<file path="src/eeiu_defs.svh">
`ifndef EEIU_DEFS_SVH
`define EEIU_DEFS_SVH
// ==========================================
// register selects on the host register port
`define EEIU_SEL_EN    2'h0
`define EEIU_SEL_FLAG  2'h1
`define EEIU_SEL_PEN   2'h2
`define EEIU_SEL_PFLAG 2'h3
// ==========================================
// enable and flag bit positions
`define EEIU_B_GIE  7
`define EEIU_B_PKT  6
`define EEIU_B_DMA  5
`define EEIU_B_LNK  4
`define EEIU_B_TXD  3
`define EEIU_B_RSV  2
`define EEIU_B_TXE  1
`define EEIU_B_RXE  0
// phy enable and phy flag bit positions
`define EEIU_B_PLNK 4
`define EEIU_B_PGEN 1
`define EEIU_B_PHY_GLOBAL_FLAG 2
// ==========================================
// masks and reset values
`define EEIU_EN_WMASK  8'hfb
`define EEIU_FLG_CMASK 8'h2b
`define EEIU_PEN_WMASK 16'h0012
`define EEIU_RST8      8'h00
`define EEIU_RST16     16'h0000
`define EEIU_PKT_MAX   8'hff
`define EEIU_PKT_ONE   8'h01
`define EEIU_PTR_ONE   1
// ==========================================
// deferral limit, 2.4287 ms, at a 20 ns clock
`define EEIU_UNLIMITED_WAIT_ENABLE_NS  2428700
`define EEIU_CLK_NS    20
`define EEIU_UNLIMITED_WAIT_ENABLE_CYC (`EEIU_UNLIMITED_WAIT_ENABLE_NS / `EEIU_CLK_NS)
`endif

</file>
<file path="src/eeiu_pkg.sv">
package eeiu_pkg;
	// transmit engine states
	typedef enum logic [0:0] {
		EEIU_TX_IDLE,
		EEIU_TX_BUSY
	} eeiu_tx_st_t;
	// register port request, one cycle per access
	typedef struct packed {
		logic        wr;
		logic        bfc;
		logic        rd;
		logic [1:0]  sel;
		logic [15:0] wdata;
	} eeiu_reg_req_t;
	// transmit engine events
	typedef struct packed {
		logic        start;
		logic        done;
		logic        cancel;
		logic        coll_excess;
		logic        coll_window;
		logic        coll_after64;
		logic        medium_busy;
		logic        per_packet_override;
		logic        per_packet_huge_enable;
		logic [15:0] frame_len;
	} eeiu_tx_evt_t;
	// receive engine events
	typedef struct packed {
		logic frame_done;
		logic out_of_space;
		logic packet_count_decrement;
	} eeiu_rx_evt_t;
endpackage

</file>
<file path="src/eeiu_top.sv">
`timescale 1ns/100ps
`include "eeiu_defs.svh"
// How it works
// enable bit 7 gates the interrupt pin; when clear the pin stays high.
// enable bits 6,5,4,3,1,0 select sources; bit 2 reserved; all reset zero.
// flags share enable positions; bit 7 reads zero; some flags read-only.
// packet flag follows nonzero packet count; clears when decrement empties it.
// copy-engine flag sets on copy or checksum end and stays set until host clear or reset.
// link flag follows phy; clears through phy flag register read or by clearing either phy enable.
// phy enable keeps only bits 4 and 1; the rest read zero.
// phy link flag sets on link change, self-clears on phy flag read.
// phy global flag sets on enabled phy event, self-clears on read.
// receive aborts with error on no space or count 255.
// receive error flag is sticky until host clear or reset.
// receive error drives the pin only with both its enables set.
// host drains packets, frees space, then clears the receive error.
// collision aborts from retry limit, window or after 64 bytes.
// deferral limit expiry aborts unless unlimited wait is enabled.
// oversize frame aborts unless huge or per-packet huge is allowed.
// transmit error is sticky; pin low while flag and enables set.
// abort clears request, sets abort status, writes status past end.
// host clears late collision and abort status after diagnosis.
// in full duplex only the oversize and deferral limit cases can abort.
// transmit error always sets transmit done at the same time.
// transmit done sets on completion, abort or host cancel.
// pin low while any enabled flag is set and global enable on.
// link flag mirrors phy global flag only with both phy enables.
// restoring the global enable with a pending flag gives a new edge.
// flags other than link set regardless of any enable.
// a set in the same cycle as a clear wins.
module eeiu_top import eeiu_pkg::*; #(
	parameter int PTR_W     = 13,
	parameter int CNT_W     = 17,
	parameter int UNLIMITED_WAIT_ENABLE_CYC = `EEIU_UNLIMITED_WAIT_ENABLE_CYC
) (
	input  wire logic             clock_i,
	input  wire logic             sys_rst_i,
	input  wire eeiu_reg_req_t    reg_i,
	input  wire eeiu_tx_evt_t     tx_evt_i,
	input  wire eeiu_rx_evt_t     rx_evt_i,
	input  wire logic             copy_done_i,
	input  wire logic             link_change_i,
	input  wire logic             full_duplex_i,
	input  wire logic             unlimited_wait_enable_i,
	input  wire logic             huge_frame_enable_i,
	input  wire logic [15:0]      max_frame_length_i,
	input  wire logic [PTR_W-1:0] tx_end_pointer_i,
	input  wire logic             tx_abort_clear_i,
	input  wire logic             late_collision_clear_i,
	output logic [15:0]           rdata_o,
	output logic                  int_n_o,
	output logic                  tx_request_o,
	output logic                  tx_abort_status_o,
	output logic                  late_collision_status_o,
	output logic                  tx_status_we_o,
	output logic [PTR_W-1:0]      tx_status_addr_o,
	output logic                  rx_abort_o,
	output logic [7:0]            packet_count_o
);

	// ==========================================
	// state
	eeiu_tx_st_t      tx_st_ff, nxt_tx_st;
	logic             tx_req_ff, nxt_tx_req;
	logic             abrt_ff, nxt_abrt;
	logic             lcol_ff, nxt_lcol;
	logic             swe_ff, nxt_swe;
	logic [PTR_W-1:0] saddr_ff, nxt_saddr;
	logic [CNT_W-1:0] dfr_ff, nxt_dfr;
	logic [7:0]       cnt_ff, nxt_cnt;
	logic             rxab_ff, nxt_rxab;
	logic [7:0]       en_ff, nxt_en;
	logic [7:0]       flag_ff, nxt_flag;
	logic [15:0]      pen_ff, nxt_pen;
	logic             plnk_ff, nxt_plnk;
	logic             phy_global_flag_ff, nxt_phy_global_flag;
	logic [15:0]      rd_ff, nxt_rd;
	logic             int_n_ff, nxt_int_n;
	logic             tx_abort, tx_end, rx_err;

	// true when a frame of this length is refused at start
	function automatic logic too_long(input eeiu_tx_evt_t e);
		too_long = (e.frame_len > max_frame_length_i) && !huge_frame_enable_i
			&& !(e.per_packet_override && e.per_packet_huge_enable);
	endfunction

	// ==========================================
	// transmit sequencing; no automatic retry after an abort
	always_comb begin
		nxt_tx_st = tx_st_ff;
		nxt_tx_req = tx_req_ff;
		nxt_dfr = dfr_ff;
		nxt_swe = 1'b0;
		nxt_saddr = saddr_ff;
		nxt_lcol = lcol_ff & ~late_collision_clear_i;
		nxt_abrt = abrt_ff & ~tx_abort_clear_i;
		tx_abort = 1'b0;
		tx_end = 1'b0;
		unique case (tx_st_ff)
			EEIU_TX_IDLE: begin
				nxt_dfr = '0;
				if (tx_evt_i.start) begin
					if (too_long(tx_evt_i)) begin
						tx_abort = 1'b1;
					end else begin
						nxt_tx_st = EEIU_TX_BUSY;
						nxt_tx_req = 1'b1;
					end
				end
			end
			EEIU_TX_BUSY: begin
				// deferral only counts while the medium is held busy
				if (tx_evt_i.medium_busy) begin
					nxt_dfr = dfr_ff + CNT_W'(`EEIU_PTR_ONE);
				end
				if (!full_duplex_i && (tx_evt_i.coll_excess || tx_evt_i.coll_window
						|| tx_evt_i.coll_after64)) begin
					tx_abort = 1'b1;
				end
				if (tx_evt_i.medium_busy && !unlimited_wait_enable_i
						&& dfr_ff >= CNT_W'(UNLIMITED_WAIT_ENABLE_CYC - 1)) begin
					tx_abort = 1'b1;
				end
				if (tx_abort || tx_evt_i.done || tx_evt_i.cancel) begin
					tx_end = 1'b1;
					nxt_tx_st = EEIU_TX_IDLE;
					nxt_tx_req = 1'b0;
				end
			end
		endcase
		if (!full_duplex_i && tx_st_ff == EEIU_TX_BUSY && tx_evt_i.coll_after64) begin
			nxt_lcol = 1'b1;
		end
		if (tx_abort) begin
			tx_end = 1'b1;
			nxt_abrt = 1'b1;
			nxt_swe = 1'b1;
			nxt_saddr = tx_end_pointer_i + PTR_W'(`EEIU_PTR_ONE);
		end
	end

	always_ff @(posedge clock_i) begin
		if (sys_rst_i) begin
			tx_st_ff <= EEIU_TX_IDLE;
			tx_req_ff <= 1'b0;
			abrt_ff <= 1'b0;
			lcol_ff <= 1'b0;
			swe_ff <= 1'b0;
			saddr_ff <= '0;
			dfr_ff <= '0;
		end else begin
			tx_st_ff <= nxt_tx_st;
			tx_req_ff <= nxt_tx_req;
			abrt_ff <= nxt_abrt;
			lcol_ff <= nxt_lcol;
			swe_ff <= nxt_swe;
			saddr_ff <= nxt_saddr;
			dfr_ff <= nxt_dfr;
		end
	end

	// ==========================================
	// packet count; a full count or full buffer drops the packet
	always_comb begin
		nxt_cnt = cnt_ff;
		rx_err = rx_evt_i.out_of_space
			|| (rx_evt_i.frame_done && cnt_ff == `EEIU_PKT_MAX);
		if (rx_evt_i.frame_done && !rx_err) begin
			nxt_cnt = nxt_cnt + `EEIU_PKT_ONE;
		end
		if (rx_evt_i.packet_count_decrement && cnt_ff != `EEIU_RST8) begin
			nxt_cnt = nxt_cnt - `EEIU_PKT_ONE;
		end
		nxt_rxab = rx_err;
	end

	always_ff @(posedge clock_i) begin
		if (sys_rst_i) begin
			cnt_ff <= `EEIU_RST8;
			rxab_ff <= 1'b0;
		end else begin
			cnt_ff <= nxt_cnt;
			rxab_ff <= nxt_rxab;
		end
	end

	// ==========================================
	// registers, flags and interrupt pin
	always_comb begin
		logic [7:0] clr;
		logic [7:0] set;
		logic       prd;
		clr = `EEIU_RST8;
		set = `EEIU_RST8;
		prd = reg_i.rd && reg_i.sel == `EEIU_SEL_PFLAG;
		nxt_en = en_ff;
		nxt_pen = pen_ff;
		if (reg_i.wr && reg_i.sel == `EEIU_SEL_EN) begin
			nxt_en = reg_i.wdata[7:0] & `EEIU_EN_WMASK;
		end
		if (reg_i.bfc && reg_i.sel == `EEIU_SEL_EN) begin
			nxt_en = en_ff & ~reg_i.wdata[7:0];
		end
		if (reg_i.wr && reg_i.sel == `EEIU_SEL_PEN) begin
			nxt_pen = reg_i.wdata & `EEIU_PEN_WMASK;
		end
		// phy flags: a change in the read cycle survives the read
		nxt_plnk = (plnk_ff & ~prd) | link_change_i;
		nxt_phy_global_flag = (phy_global_flag_ff & ~prd) | (link_change_i
			& pen_ff[`EEIU_B_PLNK] & pen_ff[`EEIU_B_PGEN]);
		// only the clearable flags respond to writes
		if (reg_i.wr && reg_i.sel == `EEIU_SEL_FLAG) begin
			clr = ~reg_i.wdata[7:0] & `EEIU_FLG_CMASK;
		end
		if (reg_i.bfc && reg_i.sel == `EEIU_SEL_FLAG) begin
			clr = reg_i.wdata[7:0] & `EEIU_FLG_CMASK;
		end
		set[`EEIU_B_DMA] = copy_done_i;
		set[`EEIU_B_TXD] = tx_end;
		set[`EEIU_B_TXE] = tx_abort;
		set[`EEIU_B_RXE] = rx_err;
		nxt_flag = (flag_ff & ~clr) | set;
		nxt_flag[`EEIU_B_PKT] = nxt_cnt != `EEIU_RST8;
		nxt_flag[`EEIU_B_LNK] = nxt_phy_global_flag & nxt_pen[`EEIU_B_PLNK]
			& nxt_pen[`EEIU_B_PGEN];
		nxt_flag[`EEIU_B_GIE] = 1'b0;
		nxt_flag[`EEIU_B_RSV] = 1'b0;
		// pin is registered from the next gated flags, so it changes on the same edge as the flags
		nxt_int_n = !(nxt_en[`EEIU_B_GIE] && |(nxt_flag & nxt_en));
		// read data holds the value before any read-clear
		nxt_rd = `EEIU_RST16;
		if (reg_i.rd) begin
			unique case (reg_i.sel)
				`EEIU_SEL_EN:   nxt_rd[7:0] = en_ff;
				`EEIU_SEL_FLAG: nxt_rd[7:0] = flag_ff;
				`EEIU_SEL_PEN:  nxt_rd = pen_ff;
				`EEIU_SEL_PFLAG: begin
					nxt_rd[`EEIU_B_PLNK] = plnk_ff;
					nxt_rd[`EEIU_B_PHY_GLOBAL_FLAG] = phy_global_flag_ff;
				end
			endcase
		end else begin
			nxt_rd = rd_ff;
		end
	end

	always_ff @(posedge clock_i) begin
		if (sys_rst_i) begin
			en_ff <= `EEIU_RST8;
			flag_ff <= `EEIU_RST8;
			pen_ff <= `EEIU_RST16;
			plnk_ff <= 1'b0;
			phy_global_flag_ff <= 1'b0;
			rd_ff <= `EEIU_RST16;
			int_n_ff <= 1'b1;
		end else begin
			en_ff <= nxt_en;
			flag_ff <= nxt_flag;
			pen_ff <= nxt_pen;
			plnk_ff <= nxt_plnk;
			phy_global_flag_ff <= nxt_phy_global_flag;
			rd_ff <= nxt_rd;
			int_n_ff <= nxt_int_n;
		end
	end

	// outputs straight from flops
	assign rdata_o = rd_ff;
	assign int_n_o = int_n_ff;
	assign tx_request_o = tx_req_ff;
	assign tx_abort_status_o = abrt_ff;
	assign late_collision_status_o = lcol_ff;
	assign tx_status_we_o = swe_ff;
	assign tx_status_addr_o = saddr_ff;
	assign rx_abort_o = rxab_ff;
	assign packet_count_o = cnt_ff;
endmodule

</file>
<file path="config.mk">
export PLATFORM = sky130hd
export DESIGN_NAME = eeiu_top
export DESIGN_NICKNAME = d
export VERILOG_FILES = /design/src/eeiu_pkg.sv /design/src/eeiu_top.sv
export VERILOG_INCLUDE_DIRS = /design/src
export SDC_FILE = /design/constraint.sdc
export NUM_CORES = 1
export LEC_CHECK = 0
export ABC_AREA = 1
export BUFFER_PORTS_ARGS = -buffer_cell sky130_fd_sc_hd__buf_4
export CAP_MARGIN = 20
export CORE_MARGIN = 5
export CORE_UTILIZATION = 47
export DETAILED_ROUTE_END_ITERATION = 6
export GPL_TIMING_DRIVEN = 0
export PLACE_DENSITY_LB_ADDON = 0.05
export SLEW_MARGIN = 20
export SYNTH_ARGS = -nofsm -noshare
export SYNTH_HDL_FRONTEND = slang
export SYNTH_SLANG_ARGS = --single-unit
</file>
<file path="constraint.sdc">
create_clock -name clock_i -period 2.35 [get_ports clock_i]
set_input_delay 0.47 -clock clock_i [delete_from_list [all_inputs] [get_ports clock_i]]
set_output_delay 0.47 -clock clock_i [all_outputs]
set_load 0.05 [all_outputs]
</file>
==> impl_metrics.yaml, run 1 <==
floorplanning:
  fp.dieW_um: 106
  dieArea_mm2: 0.0111
  core_mm2: 0.00881
  ioPinCount: 130
  row_count: 34
  initial_utilization_pct: 48.7
  die_h_um: 106
run:
  max-cap-violations: 0
detailed_routing:
  wl_per_cell_um: 12.9
  wl_met1_um: 5230
  drt_iter0_drc: 308
  antenna_left: 0
  met3WireLength_um: 825
  routed_wl_um: 11500
  drcViolationCount: 0
  vias_per_cell: 5.05
  highest_layer: "met4"
  via_count: 4501
  wl_met2_um: 5310
  first_pass_iters: 5
clock_network:
  h-tree-depth: 3
  clkTransAtPathRegs_ns: 0.08
  cts_made_buffers: 9
  clk_latency_ns: 0.34
  cts_tree: "yes"
  clock_sinks: 71
  clockBufferDepth: 2
  clockRootBuffer: "clkbuf_8"
critical_path:
  crit_fanout: 7
  slowest_stage: "dfxtp_4"
  rrSetupSlack_ns: 0.1
  r2r_cells: 21
  critPathKind: "register to register"
  cp_common_cell: "nand2_1"
  cp.arrival_ns: 2.53
  path_cells: "ha_4 > inv_4 > nor2_4 > nand2_4 > nand3_4 > buf_12 > nand2_4 > nand2_4 > ha_4 > inv_2 > nor2_4 > nand3_4 > nor2_4 > nand3_2 > o21ai_2 > nand2_1 > nor2_2 > nand2_1 > nand2_1 > nand2_1 > nand2_1"
  rr_startpoint: "packet_count_o[1]"
  end_kind: "register"
  worstPathRequired_ns: 2.63
  reg2reg_to: "int_n_o"
  critPathMaxStageDelay_ns: 0.38
  cp-start-kind: "register"
grt:
  grt_use_total_pct: 19.9
  grt_start_max_net_pins: 13
  grt_overflow: 0
  grt_pass1_wl_um: 18500
  grt_pass1_vias: 4143
  antenna_found_initial: 0
status:
  status: "complete, no violations"
min_path:
  min_to: "tx_status_addr_o[0]"
  holdCritPathClass: "input port to register"
  hold_path_startpoint: "tx_end_pointer_i[0]"
  whs_path_depth: 2
place:
  placed_cell_area_mm2: 0.00531
  dp_hpwl_um: 8970
  place.gp.congestion: 0.885
  portBuffers: 111
pwr:
  powerDensity_mw_per_mm2: 771
  ir_drop_mv: 0.423
  p_leak_nw: 2.75
sta:
  fin_crit_sh_pct: 95.9
  tns_ns: 0
  report.final.slew_viol_count: 0
  grt_setup_unrepaired: "true"
  hold_viol_final: 0
  hold-worst-slack_ns: 0.316
  fmax_ghz: 0.444
  relSlewSlack_pct: 60.8
  fin_skew_ns: 0.0137
  tightest_slew_ns: 0.584
  post-route-min-period_ns: 2.25
  finalSetupViolations: 0
logic_synthesis:
  synthTopCellsByArea: "dfxtp_1 (33%), nand2_1 (12%), inv_1 (8.5%)"
  yosysTopAreaCellShare_pct: 33.1
  yosys_register_bits: 71
  synth_edf_count: 0
  synth.most_common_cell: "nand2_1"
  ys_types: 49
  netlist_instances: 638
  syn_area_per_cell_um2: 6.72
  yosys.area.top_type: "dfxtp_1"
  async_reset_ff_share_pct: 0
  synthTopCellsByCount: "nand2_1 (133), inv_1 (97), nor2_1 (77)"
  syn_area_mm2: 0.00429
  synth_flop_cell: "dfxtp_1"
  ys_seq_area_share_pct: 33.1
  yosysWarnings: 0
final_layout:
  drive_gt1_share_pct: 26.0
  area_delta_synth_final_pct: 32.0
  nets: 888
  diodes: 0
  fin_area_mm2: 0.00566
## layer usage
metal  up-vias  global-route usage [%]
li1       2334                       -
met1      2018                    25.7
met2       136                    32.4
met5         -                       0
met3        13                    5.81
met4         0                    6.11
## final cells by class
class                      instances  area, µm²
buffer                            22        141
clock buffer                      11        131
clock inverter                     5       50.0
fill                             851       3140
inverter                         101        382
multi-input combinational        451       2460
sequential                        71       1440
tap                              108        135
timing repair buffer             123        923
## repair_timing
item / in CTS / in global routing
pin swaps: 4 / 13
gates resized for setup: 5 / 17
setup endpoints to repair: 2 / 2
hold buffers: 0 / 0
buffers inserted: 5 / 7
## through the flow
step	total power [mW]	worst slack (ns)	std cells	utilization, %
after floorplan	2.75	0.00422	645	-
after global routing	4.66	-0.0923	892	64.3
after global placement	3.20	-0.106	864	60.3
after CTS	4.23	0.000296	885	63.0
final	4.37	0.0953	892	64.3
after detailed placement	3.24	-0.132	864	60.3
## state kept, by name, summed over array words and instances, names as in the netlist
signal / cells
plnk_ff: 1
en_ff: 8
tx_status_we_o: 1
rx_abort_o: 1
late_collision_status_o: 1
tx_st_ff: 1
phy_global_flag_ff: 1
rdata_o: 8
packet_count_o: 8
tx_abort_status_o: 1
pen_ff: 2
int_n_o: 1
tx_status_addr_o: 13
flag_ff: 6
dfr_ff: 17
tx_request_o: 1
## report_power, final
| group | leakage (nW) | switching, mW | internal (mW) |
|---|---|---|---|
| combinational | 2.07 | 1.26 | 0.716 |
| clock | 0.0968 | 0.440 | 0.484 |
| sequential | 0.583 | 0.126 | 1.35 |
## how the worst max path moves through the flow
stage | start | to | slack [ns]
after global routing | packet_count_o[0] | int_n_o | -0.09
after global placement | packet_count_o[0] | int_n_o | -0.11
after detailed placement | packet_count_o[0] | int_n_o | -0.13
after CTS | packet_count_o[0] | int_n_o | 0.0003
final | packet_count_o[1] | int_n_o | 0.1
after floorplan | packet_count_o[2] | int_n_o | 0.004
## worst max-delay path, delay by kind of cell (launching register included)
family                     cells  cell delay [ns]
AOI/OAI and AO/OA              1             0.07
DFF                            1             0.38
buffers and inverters          3             0.19
adders and majority gates      2             0.27
and+or+nand+nor               15             1.27
## logic make-up (layout without fill, tap and decap cells)
group,Yosys count,after routing,share of synthesized area [%]
simple gates,295,295,30.3
buf+inv,123,262,12.1
compound gates,113,113,15.3
flops,71,71,33.1
fa+ha+maj,22,22,6.42
xor+xnor,13,13,2.65
other cells,1,8,0.0874
## layout by cell type (no fill, tap or decap), types with 3 or more instances in the layout
cell type    n
a211oi_1     5
a21oi_1     46
a31o_2       3
buf_2        4
buf_4      131
clkbuf_1    10
clkbuf_8     9
clkinv_2     4
conb_1       8
dfxtp_1     63
dfxtp_2      6
ha_1        20
inv_1       94
inv_2        5
nand2_1    129
nand2_2      8
nand2_4      3
nand3_1     29
nand4_1     13
nor2_1      75
nor2_2       5
nor2_4       5
nor3_1      16
o211ai_1     4
o21ai_0     32
o21ai_2      4
o31ai_1      3
or2_2        3
xnor2_1      6
xor2_1       7
Note: power is estimated with default switching activity, not from simulation.
==> inputs of run 2 (changes only) <==
--- a/config.mk
+++ b/config.mk
@@ -9,10 +9,12 @@
 export ABC_AREA = 1
 export BUFFER_PORTS_ARGS = -buffer_cell sky130_fd_sc_hd__buf_4
 export CAP_MARGIN = 20
-export CORE_MARGIN = 5
+export CORE_MARGIN = 3
 export CORE_UTILIZATION = 47
+export CTS_BUF_LIST = sky130_fd_sc_hd__clkbuf_16
 export DETAILED_ROUTE_END_ITERATION = 6
 export GPL_TIMING_DRIVEN = 0
+export MAX_ROUTING_LAYER = met4
 export PLACE_DENSITY_LB_ADDON = 0.05
 export SLEW_MARGIN = 20
 export SYNTH_ARGS = -nofsm -noshare
==> impl_metrics.yaml, run 2 (synthesis gave the netlist of run 1 again) <==
status:
  status: "complete, but fails checks"
  violations: "negative setup slack"
sta:
  grt_setup_unrepaired: "true"
  relSlewSlack_pct: 58.9
  hold_viol_final: 0
  post-route-min-period_ns: 2.36
  worst_slack_ns: -0.00891
  finalSetupViolations: 1
  report.final.slew_viol_count: 0
  fmax_ghz: 0.424
  fin_skew_ns: 0.00388
  tightest_slew_ns: 0.617
  fin_crit_sh_pct: 100
final_layout:
  final_cell_mix: "buf_4 (136), nand2_1 (130), inv_1 (95)"
  nFillCells: 796
  diodes: 0
  instances_no_fill: 898
  layout_commonest_cell: "buf_4"
  fin_area_mm2: 0.00581
  final_util_pct: 66.0
  drive_gt1_share_pct: 26.2
  regMostFlops: "dfr_ff"
  largest_reg_flops: 17
  nets: 894
  area_delta_synth_final_pct: 35.5
place:
  placedCellCount: 864
  pre_cts_slack_ns: -0.180
  dp_hpwl_um: 8860
  portBuffers: 111
  placed_cell_area_mm2: 0.00531
  place.gp.congestion: 0.938
grt:
  grt_overflow: 0
  grt_use_total_pct: 21.9
  grt_pass1_wl_um: 17700
  grt_pass1_vias: 4118
  grt_start_max_net_pins: 12
  antenna_found_initial: 0
pwr:
  ir_drop_mv: 0.498
  p_leak_nw: 2.83
  total_power_mw: 4.87
  powerDensity_mw_per_mm2: 837
floorplanning:
  dieArea_mm2: 0.0103
  row_count: 34
  fp.dieW_um: 102
  core_mm2: 0.00881
  initial_utilization_pct: 48.7
  die_h_um: 102
  ioPinCount: 130
detailed_routing:
  via_count: 4567
  drt_iter0_drc: 241
  antenna_left: 0
  drcViolationCount: 0
  first_pass_iters: 5
  wl_per_cell_um: 13.1
  vias_per_cell: 5.09
  routed_wl_um: 11800
critical_path:
  crit_fanout: 6
  rr_startpoint: "packet_count_o[1]"
  critPathKind: "register to register"
  cp.arrival_ns: 2.62
  cp-start-kind: "register"
  rrSetupSlack_ns: -0.009
  end_kind: "register"
  worstPathRequired_ns: 2.62
  crit_start: "packet_count_o[1]"
clock_network:
  clk_latency_ns: 0.32
  clockBufferDepth: 2
  clkTransAtPathRegs_ns: 0.06
  cts_hold_buf: 0
  h-tree-depth: 3
  cts_made_buffers: 9
  cts_tree: "yes"
  clockRootBuffer: "clkbuf_16"
  clock_sinks: 71
run:
  max-cap-violations: 0
min_path:
  holdCritPathClass: "input port to register"
  hold_path_startpoint: "late_collision_clear_i"
-- run 2: what timing repair did --
item                       in CTS  in global routing
setup endpoints to repair       2                  2
cloned                          0                  0
buffers inserted                9                  9
resized for setup               6                 17
pin swaps                       6                 16
-- run 2: area by class of cell --
type | instances | area, µm² | share of cell area, %
multi-input combinational | 451 | 2460 | 42.3
sequential | 71 | 1440 | 24.7
timing repair buffer | 129 | 972 | 16.7
inverter | 101 | 387 | 6.65
clock buffer | 9 | 225 | 3.87
buffer | 22 | 141 | 2.43
tap | 108 | 135 | 2.32
clock inverter | 7 | 56.3 | 0.968
-- run 2: critical path, stage by stage (launching register included) --
cell	delay (ns)
dfxtp_4	0.37
ha_4	0.16
inv_4	0.04
nor2_4	0.13
nand2_4	0.09
nand3_4	0.10
buf_12	0.12
nand2_4	0.05
nand2_4	0.07
ha_4	0.15
inv_4	0.04
nor2_4	0.12
nand3_4	0.10
o21ai_2	0.17
nand2_1	0.08
nor2_1	0.11
nand2_1	0.07
nor2_2	0.10
nand2_1	0.07
nand2_1	0.07
nand2_1	0.05
nand2_1	0.05
-- run 2: path summary, 6_finish.rpt --
kind / to / cells after the start
worst min register to register: tx_abort_status_o / 2
worst max-delay path: int_n_o / 21
worst min-delay path: late_collision_status_o / 2
worst max register to register: int_n_o / 21
-- run 2: where the power goes --
| part | switching, mW | internal, mW |
|---|---|---|
| Clock | 0.493 | 0.804 |
| Sequential | 0.123 | 1.35 |
| Combinational | 1.30 | 0.794 |
| Total | 1.92 | 2.95 |
-- run 2: routing by layer --
layer | track usage (%) | part of all wire [%] | vias to the layer above | wire [µm]
met5 | - | 0 | - | 0
met4 | 6.44 | 1.2 | 0 | 139
met3 | 4.27 | 6.5 | 11 | 763
met2 | 37.3 | 48 | 149 | 5660
met1 | 26.1 | 44 | 2058 | 5240
li1 | - | - | 2349 | -
-- run 2: metrics by stage --
stage,setup TNS [ns],hold slack (ns)
final,-0.00891,0.333
after CTS,0,0.330
after detailed placement,-0.309,0.457
after global routing,-0.191,0.343
after global placement,-0.143,0.450
after floorplan,0,0.430
